**src/hw/fisr_pkg.sv**
```systemverilog
// Purpose: Constants for the fault interrupt and status register block.
// Assumes: Byte-wide registers reached over an internal register port.
// Notes: Offsets are byte addresses of the management register map.
package fisr_pkg;
    localparam logic [7:0] PRIMARY_OFS = 8'h10;
    localparam logic [7:0] INTERNAL_OFS = 8'h11;
    localparam logic [7:0] VENDOR_OFS = 8'h12;
    localparam logic [7:0] PINSTATE_OFS = 8'h13;
    localparam logic [7:0] ADDRREAD_OFS = 8'hf9;
    localparam logic [7:0] HOSTCFG_OFS = 8'hfa;
    localparam logic [7:0] SOURCE_RESET = 8'h00;
    localparam logic [7:0] PINSTATE_RESET = 8'h00;
    localparam logic [31:0] ALARM_DISABLED = 32'hffffffff;
    localparam int INTERNAL_OR_BIT = 7;
    localparam int VENDOR_OR_BIT = 7;
    localparam int INT_PIN_BIT = 5;
    localparam int RST_PIN_BIT = 4;
    localparam int SLEEP_BIT = 3;
    localparam int ACTIVE_BIT = 2;
    localparam logic [1:0] WDT_OFF = 2'h0;
    localparam logic [1:0] SEQ_INVALID = 2'h2;
endpackage

```
**src/hw/fisr_flag_bit.sv**
```systemverilog
// Purpose: One sticky write-one-to-clear fault flag.
// Assumes: Set and clear are single-cycle strobes.
// Notes: A clear is refused while the hold condition persists.
`timescale 1ns/100ps
module fisr_flag_bit (
    // Clock and reset
    input wire logic clk,
    input wire logic reset,
    input wire logic clkEn,
    // Control
    input wire logic setEvent,
    input wire logic clearReq,
    input wire logic holdActive,
    // Result
    output logic flag
);
    logic flag_next;

    // Set beats clear so an event in the clearing cycle is kept.
    assign flag_next = setEvent | (flag & ~(clearReq & ~holdActive));

    always_ff @(posedge clk or posedge reset) begin
        if (reset) begin
            flag <= 1'b0;
        end else if (clkEn) begin
            flag <= flag_next;
        end
    end
endmodule

```
**src/hw/fisr_regs.sv**
```systemverilog
// Purpose: Interrupt source and pin status registers of the sequencer.
// Assumes: Event inputs are single-cycle pulses synchronous to clk.
// Notes: Fault conditions are levels; a flag stays while its level holds.
`timescale 1ns/100ps
module fisr_regs (
    // Clock and reset
    input wire logic clk,
    input wire logic reset,
    input wire logic clkEn,
    // Register port
    input wire logic regWrite,
    input wire logic regRead,
    input wire logic [7:0] regAddr,
    input wire logic [7:0] regWrData,
    output logic [7:0] regRdData,
    output logic regRdValid,
    // Event pulses
    input wire logic emergencyPowerdownEvt,
    input wire logic watchdogViolationEvt,
    input wire logic packetMiscompareEvt,
    input wire logic alarmEvt,
    input wire logic runtimeCrcEvt,
    input wire logic selftestFaultEvt,
    input wire logic doubleErrorEvt,
    input wire logic buttonShortPulseEvt,
    input wire logic [7:0] vendorFaultEvt,
    // Fault condition levels
    input wire logic enableShortFault,
    input wire logic crystalFault,
    input wire logic outputPinLeakFault,
    input wire logic regulatorFault,
    input wire logic thermalFault,
    // Configuration from elsewhere
    input wire logic [1:0] watchdogEnableField,
    input wire logic packetCheckEnable,
    input wire logic alarmWakeEnable,
    input wire logic alarmPowerupEnable,
    input wire logic [31:0] alarmValue,
    input wire logic crystalEnable,
    input wire logic buttonFunctionEnable,
    input wire logic [6:0] storedBusAddress,
    input wire logic [1:0] hostInterfaceConfig,
    // Pins and state
    input wire logic resetOutActive,
    input wire logic sleepIn_n,
    input wire logic activeIn,
    input wire logic [1:0] sequencerStateCode,
    output logic interrupt_out_n
);
    // ****************************************
    // Decode
    // ****************************************
    logic wrPrimary, wrInternal, wrVendor;
    logic [7:0] primarySource, internalSource, vendorFault;
    logic alarmDisabled;
    logic [7:0] primarySet, internalSet, primaryHold, internalHold;
    logic [7:0] pinState;
    logic [7:0] readMux;
    logic [7:0] pinState_reg;
    logic interrupt_out_n_reg;

    assign wrPrimary = regWrite & (regAddr == fisr_pkg::PRIMARY_OFS);
    assign wrInternal = regWrite & (regAddr == fisr_pkg::INTERNAL_OFS);
    assign wrVendor = regWrite & (regAddr == fisr_pkg::VENDOR_OFS);

    assign alarmDisabled = ~alarmWakeEnable & ~alarmPowerupEnable &
        (alarmValue == fisr_pkg::ALARM_DISABLED);

    // ****************************************
    // Set events
    // ****************************************
    assign primarySet[7] = 1'b0;
    assign primarySet[6] = emergencyPowerdownEvt;
    assign primarySet[5] = watchdogViolationEvt &
        (watchdogEnableField != fisr_pkg::WDT_OFF);
    assign primarySet[4] = packetMiscompareEvt & packetCheckEnable;
    assign primarySet[3] = alarmEvt & ~alarmDisabled;
    assign primarySet[2] = enableShortFault;
    assign primarySet[1] = crystalFault & crystalEnable;
    assign primarySet[0] = outputPinLeakFault;
    assign primaryHold = {5'h00, primarySet[2:0]};

    assign internalSet[7] = 1'b0;
    assign internalSet[6] = 1'b0;
    assign internalSet[5] = runtimeCrcEvt;
    assign internalSet[4] = selftestFaultEvt;
    assign internalSet[3] = regulatorFault;
    assign internalSet[2] = thermalFault;
    assign internalSet[1] = doubleErrorEvt;
    assign internalSet[0] = buttonShortPulseEvt & buttonFunctionEnable;
    assign internalHold = {4'h0, internalSet[3:2], 2'h0};

    // ****************************************
    // Flags
    // ****************************************
    // Bit 7 of the primary and internal source registers is derived, so only 0..6 are stored there.
    fisr_flag_bit uPrim0 (
        .clk(clk),
        .reset(reset),
        .clkEn(clkEn),
        .setEvent(primarySet[0]),
        .clearReq(wrPrimary & regWrData[0]),
        .holdActive(primaryHold[0]),
        .flag(primarySource[0])
    );

    fisr_flag_bit uPrim1 (
        .clk(clk),
        .reset(reset),
        .clkEn(clkEn),
        .setEvent(primarySet[1]),
        .clearReq(wrPrimary & regWrData[1]),
        .holdActive(primaryHold[1]),
        .flag(primarySource[1])
    );

    fisr_flag_bit uPrim2 (
        .clk(clk),
        .reset(reset),
        .clkEn(clkEn),
        .setEvent(primarySet[2]),
        .clearReq(wrPrimary & regWrData[2]),
        .holdActive(primaryHold[2]),
        .flag(primarySource[2])
    );

    fisr_flag_bit uPrim3 (
        .clk(clk),
        .reset(reset),
        .clkEn(clkEn),
        .setEvent(primarySet[3]),
        .clearReq(wrPrimary & regWrData[3]),
        .holdActive(primaryHold[3]),
        .flag(primarySource[3])
    );

    fisr_flag_bit uPrim4 (
        .clk(clk),
        .reset(reset),
        .clkEn(clkEn),
        .setEvent(primarySet[4]),
        .clearReq(wrPrimary & regWrData[4]),
        .holdActive(primaryHold[4]),
        .flag(primarySource[4])
    );

    fisr_flag_bit uPrim5 (
        .clk(clk),
        .reset(reset),
        .clkEn(clkEn),
        .setEvent(primarySet[5]),
        .clearReq(wrPrimary & regWrData[5]),
        .holdActive(primaryHold[5]),
        .flag(primarySource[5])
    );

    fisr_flag_bit uPrim6 (
        .clk(clk),
        .reset(reset),
        .clkEn(clkEn),
        .setEvent(primarySet[6]),
        .clearReq(wrPrimary & regWrData[6]),
        .holdActive(primaryHold[6]),
        .flag(primarySource[6])
    );

    fisr_flag_bit uInt0 (
        .clk(clk),
        .reset(reset),
        .clkEn(clkEn),
        .setEvent(internalSet[0]),
        .clearReq(wrInternal & regWrData[0]),
        .holdActive(internalHold[0]),
        .flag(internalSource[0])
    );

    fisr_flag_bit uInt1 (
        .clk(clk),
        .reset(reset),
        .clkEn(clkEn),
        .setEvent(internalSet[1]),
        .clearReq(wrInternal & regWrData[1]),
        .holdActive(internalHold[1]),
        .flag(internalSource[1])
    );

    fisr_flag_bit uInt2 (
        .clk(clk),
        .reset(reset),
        .clkEn(clkEn),
        .setEvent(internalSet[2]),
        .clearReq(wrInternal & regWrData[2]),
        .holdActive(internalHold[2]),
        .flag(internalSource[2])
    );

    fisr_flag_bit uInt3 (
        .clk(clk),
        .reset(reset),
        .clkEn(clkEn),
        .setEvent(internalSet[3]),
        .clearReq(wrInternal & regWrData[3]),
        .holdActive(internalHold[3]),
        .flag(internalSource[3])
    );

    fisr_flag_bit uInt4 (
        .clk(clk),
        .reset(reset),
        .clkEn(clkEn),
        .setEvent(internalSet[4]),
        .clearReq(wrInternal & regWrData[4]),
        .holdActive(internalHold[4]),
        .flag(internalSource[4])
    );

    fisr_flag_bit uInt5 (
        .clk(clk),
        .reset(reset),
        .clkEn(clkEn),
        .setEvent(internalSet[5]),
        .clearReq(wrInternal & regWrData[5]),
        .holdActive(internalHold[5]),
        .flag(internalSource[5])
    );

    fisr_flag_bit uInt6 (
        .clk(clk),
        .reset(reset),
        .clkEn(clkEn),
        .setEvent(internalSet[6]),
        .clearReq(wrInternal & regWrData[6]),
        .holdActive(internalHold[6]),
        .flag(internalSource[6])
    );

    fisr_flag_bit uVend0 (
        .clk(clk),
        .reset(reset),
        .clkEn(clkEn),
        .setEvent(vendorFaultEvt[0]),
        .clearReq(wrVendor & regWrData[0]),
        .holdActive(1'b0),
        .flag(vendorFault[0])
    );

    fisr_flag_bit uVend1 (
        .clk(clk),
        .reset(reset),
        .clkEn(clkEn),
        .setEvent(vendorFaultEvt[1]),
        .clearReq(wrVendor & regWrData[1]),
        .holdActive(1'b0),
        .flag(vendorFault[1])
    );

    fisr_flag_bit uVend2 (
        .clk(clk),
        .reset(reset),
        .clkEn(clkEn),
        .setEvent(vendorFaultEvt[2]),
        .clearReq(wrVendor & regWrData[2]),
        .holdActive(1'b0),
        .flag(vendorFault[2])
    );

    fisr_flag_bit uVend3 (
        .clk(clk),
        .reset(reset),
        .clkEn(clkEn),
        .setEvent(vendorFaultEvt[3]),
        .clearReq(wrVendor & regWrData[3]),
        .holdActive(1'b0),
        .flag(vendorFault[3])
    );

    fisr_flag_bit uVend4 (
        .clk(clk),
        .reset(reset),
        .clkEn(clkEn),
        .setEvent(vendorFaultEvt[4]),
        .clearReq(wrVendor & regWrData[4]),
        .holdActive(1'b0),
        .flag(vendorFault[4])
    );

    fisr_flag_bit uVend5 (
        .clk(clk),
        .reset(reset),
        .clkEn(clkEn),
        .setEvent(vendorFaultEvt[5]),
        .clearReq(wrVendor & regWrData[5]),
        .holdActive(1'b0),
        .flag(vendorFault[5])
    );

    fisr_flag_bit uVend6 (
        .clk(clk),
        .reset(reset),
        .clkEn(clkEn),
        .setEvent(vendorFaultEvt[6]),
        .clearReq(wrVendor & regWrData[6]),
        .holdActive(1'b0),
        .flag(vendorFault[6])
    );

    fisr_flag_bit uVend7 (
        .clk(clk),
        .reset(reset),
        .clkEn(clkEn),
        .setEvent(vendorFaultEvt[7]),
        .clearReq(wrVendor & regWrData[7]),
        .holdActive(1'b0),
        .flag(vendorFault[7])
    );

    // The reserved secondary bit 6 never sets, so its flop folds away.
    assign internalSource[fisr_pkg::VENDOR_OR_BIT] = |vendorFault;
    assign primarySource[fisr_pkg::INTERNAL_OR_BIT] =
        |internalSource;

    // ****************************************
    // Status and read path
    // ****************************************
    assign pinState = {2'h0, interrupt_out_n_reg, ~resetOutActive,
        sleepIn_n, activeIn, sequencerStateCode};

    always_comb begin
        unique case (regAddr)
            fisr_pkg::PRIMARY_OFS: readMux = primarySource;
            fisr_pkg::INTERNAL_OFS: readMux = internalSource;
            fisr_pkg::VENDOR_OFS: readMux = vendorFault;
            fisr_pkg::PINSTATE_OFS: readMux = pinState_reg;
            fisr_pkg::ADDRREAD_OFS: readMux = {1'b0, storedBusAddress};
            fisr_pkg::HOSTCFG_OFS: readMux = {6'h00, hostInterfaceConfig};
            default: readMux = 8'h00;
        endcase
    end

    always_ff @(posedge clk or posedge reset) begin
        if (reset) begin
            interrupt_out_n_reg <= 1'b1;
            pinState_reg <= fisr_pkg::PINSTATE_RESET;
            regRdData <= 8'h00;
            regRdValid <= 1'b0;
        end else if (clkEn) begin
            interrupt_out_n_reg <= ~(|primarySource);
            pinState_reg <= pinState;
            regRdData <= regRead ? readMux : 8'h00;
            regRdValid <= regRead;
        end
    end

    assign interrupt_out_n = interrupt_out_n_reg;
endmodule

```
**config.mk**
```make
export PLATFORM = sky130hd
export DESIGN_NAME = fisr_regs
export DESIGN_NICKNAME = d
export VERILOG_FILES = /design/src/hw/fisr_pkg.sv /design/src/hw/fisr_flag_bit.sv /design/src/hw/fisr_regs.sv
export SDC_FILE = /design/constraint.sdc
export NUM_CORES = 1
export LEC_CHECK = 0
export BUFFER_PORTS_ARGS = -buffer_cell sky130_fd_sc_hd__buf_2
export CAP_MARGIN = 30
export CORE_MARGIN = 1.5
export CORE_UTILIZATION = 29
export CTS_CLUSTER_DIAMETER = 100
export DETAILED_ROUTE_END_ITERATION = 8
export GPL_TIMING_DRIVEN = 0
export MAX_ROUTING_LAYER = met4
export PLACE_DENSITY_LB_ADDON = 0.1
export SLEW_MARGIN = 20
export SYNTH_ARGS = -nofsm -noshare
export SYNTH_HDL_FRONTEND = slang
export SYNTH_SLANG_ARGS = --single-unit
```
**constraint.sdc**
```tcl
create_clock -name clk -period 1.7 [get_ports clk]
set_input_delay 0.34 -clock clk [delete_from_list [all_inputs] [get_ports clk]]
set_output_delay 0.34 -clock clk [all_outputs]
set_load 0.02 [all_outputs]
```
==> impl_metrics.csv <==
group,metric,value,unit
status,status,"completed",
logic_synthesis,netlist_area,2000,um^2
cts,cts-root-buf,"clkbuf_8",
routing,final_antenna_net_count,0,
timing,finalMaxSlewViolations,0,
final_layout,n_antenna_cell,0,
logic_synthesis,yosys-top-cells-count,"dfrtp_1, nand2_1, a22o_1, nand4_1",
power,p_per_area,644,nW/um^2
job,maxCapViolations,0,
logic_synthesis,synth_top_flop_cell,"dfrtp_1",
worst_setup_path,startpoint_type,"input pin",
cts,cts_tree,"done",
final_layout,syn_to_final_growth,39.2,%
worst_setup_path,r2r_slack,0.12,ns
die,ioPinCount,105,
routing,drtPass1Iterations,5,
logic_synthesis,synth-seq-cells,38,
worst_hold_path,hp-class,"input pin to asynchronous set/reset pin",
cts,holdBufCountCts,0,
power,ir_worst_vdd,0.250,mV
logic_synthesis,syn_nets,278,
place,dp.final_hpwl,5010,um
die,die-area,7390,um^2
timing,finalCritPeriodShare,97.9,%
logic_synthesis,synth_largest_area_cell,"dfrtp_1",
final_layout,seq_area,952,um^2
timing,worst_pin_slew,0.619,ns
routing,drcViolationCount,0,
global_route,gr-total-overflow,0,
worst_setup_path,cp-end-kind,"register",
cts,clockBufferDepth,2,
place,io_buffers,103,
logic_synthesis,synthDistinctLibCells,38,
global_route,track_usage,19.2,%
logic_synthesis,ys_seq_area_share,47.7,%
final_layout,stdcell_count,379,
timing,rsz0062_at_grt,"no",
logic_synthesis,syn_area_per_cell,10.9,um^2
routing,wire_per_inst,17.1,um
routing,routed-via-count,1992,
timing,finalSetupViolations,0,
timing,period_needed,1.66,ns
logic_synthesis,yosysWarnings,0,
logic_synthesis,synth_edf_count,0,
cts,cts.sinks,38,
logic_synthesis,async_reset_ff_share,100,%
logic_synthesis,yosysTopAreaCellShare,46.4,%
die,row_count,30,
worst_setup_path,timing.rr.end,"regRdData[7]",
logic_synthesis,synth_most_common_cell,"dfrtp_1",
worst_setup_path,critPathArrivalTime,1.85,ns
die,placeableCoreArea,6720,um^2
cts,htreeDepth,2,
global_route,grt_pass1_vias,2017,
final_layout,design_area,2780,um^2
final_layout,nets,394,
place,placedCellCount,367,
place,dpl-instance-area,2640,um^2
logic_synthesis,syn_inst,183,
routing,drtIter0Drc,99,
cts,numCtsBuffers,5,
die,die-height,86.0,um
routing,routed_wl,6490,um
die,start_util,29.7,%
global_route,grt_antenna_before_repair,0,
timing,hold_violations,0,
timing,skew,0.00693,ns
cts,insertion_delay,0.29,ns
timing,setup_tns,0,ns
worst_setup_path,reg2regPathDepth,4,
timing,slew_headroom,58.7,%
logic_synthesis,synth_area_leaders,"dfrtp_1, a22o_1, nand2_1, mux4_2, mux2_2",
worst_setup_path,cp_max_fo,5,
timing,max_clock_freq,601,MHz
global_route,grt_pass1_wl,10200,um
worst_setup_path,crit_type,"input pin to register",
place,gp_congestion,0.847,
routing,vias_per_cell,5.26,
cts,cts.clk_slew.worst_paths,0.08,ns
worst_setup_path,crit_required,1.88,ns
final_layout,largest_reg_flops,8,
final_layout,drive_gt1_share,47.2,%
global_route,grt_start_max_net_pins,23,
power,p_leak,1.25,nW
worst_setup_path,r2r_start,"uVend3.flag",
final_layout,multi_input_area,1000,um^2
die,dieWidth,86.0,um
final_layout,fillers,688,
-- cells in the final DEF, fill, tap and decap left out, drive strengths merged, types with 2 or more instances in the layout --
master	n
a21o	2
a21oi	3
a22o	17
a22oi	5
a32o	5
a32oi	2
buf	112
clkbuf	11
clkinv	2
dfrtp	37
inv	4
mux2	6
mux2i	2
mux4	4
nand2	31
nand2b	3
nand3	3
nand4	9
nor2	6
nor2b	2
nor3	5
nor4	7
nor4b	2
o21ai	3
o2bb2ai	6
-- what timing repair did --
item	4_1_cts	5_1_grt
endpoints found under the setup margin	20	9
resized for setup	1	6
setup buffers	5	0
pin swaps	3	1
-- critical path: stages --
cell	delay (ns)
buf_2	0.10
or4_4	0.53
buf_6	0.16
nor4_4	0.28
buf_4	0.18
nand2_1	0.05
a32o_1	0.19
-- where the power goes --
part           switching [W]  internal [W]  total, W  leakage, nW
Combinational       0.000133      0.000128  0.000260        0.807
Sequential        0.00000890      0.000919  0.000928        0.404
Clock               0.000325      0.000276  0.000601       0.0438
Total               0.000467       0.00132   0.00179         1.25
-- cells by family (layout without fill, tap and decap cells) --
group | Yosys count | after routing | synth area share [%]
DFF | 38 | 38 | 47.7
and+or+nand+nor | 71 | 71 | 20.3
muxes | 12 | 12 | 8.90
AOI/OAI and AO/OA | 49 | 49 | 20.2
buffers and inverters | 13 | 129 | 2.88
-- how the worst max path moves through the flow --
stage	slack, ns	from	endpoint
after floorplan	-0.03	regAddr[3]	uVend0.flag
after global placement	-0.43	regAddr[3]	uPrim1.flag
after detailed placement	-0.43	regAddr[3]	uPrim1.flag
after CTS	0.01	regAddr[0]	regRdData[1]
after global routing	0.01	regAddr[3]	uInt0.flag
final	0.04	regAddr[3]	uInt0.flag
-- layer usage --
metal  global-route usage (%)  vias to the layer above  part of all wire (%)
li1                         -                      948                     -
met1                     23.7                      943                    44
met2                     31.8                       95                    47
met3                     4.43                        6                   8.0
met4                     4.84                        0                   1.1
met5                        -                        -                     0
-- metrics by stage --
step                power, W  hold WS (ns)  utilization, %  setup slack, ns
floorplan            0.00104         0.429               -          -0.0256
global placement     0.00120         0.469            38.9           -0.429
detailed placement   0.00121         0.369            39.3           -0.432
CTS                  0.00180        0.0516            41.0           0.0115
global route         0.00187        0.0595            41.4           0.0145
finish               0.00179        0.0429            41.4           0.0357
-- area by class of cell --
type	instances	share of cell area, %
Multi-Input combinational cell	132	36.1
Sequential cell	38	34.3
Timing Repair Buffer	109	21.0
Tap cell	80	3.60
Clock buffer	5	2.48
Buffer	9	1.62
Inverter	4	0.540
Clock inverter	2	0.360
Note: power is estimated with default switching activity, not from simulation.
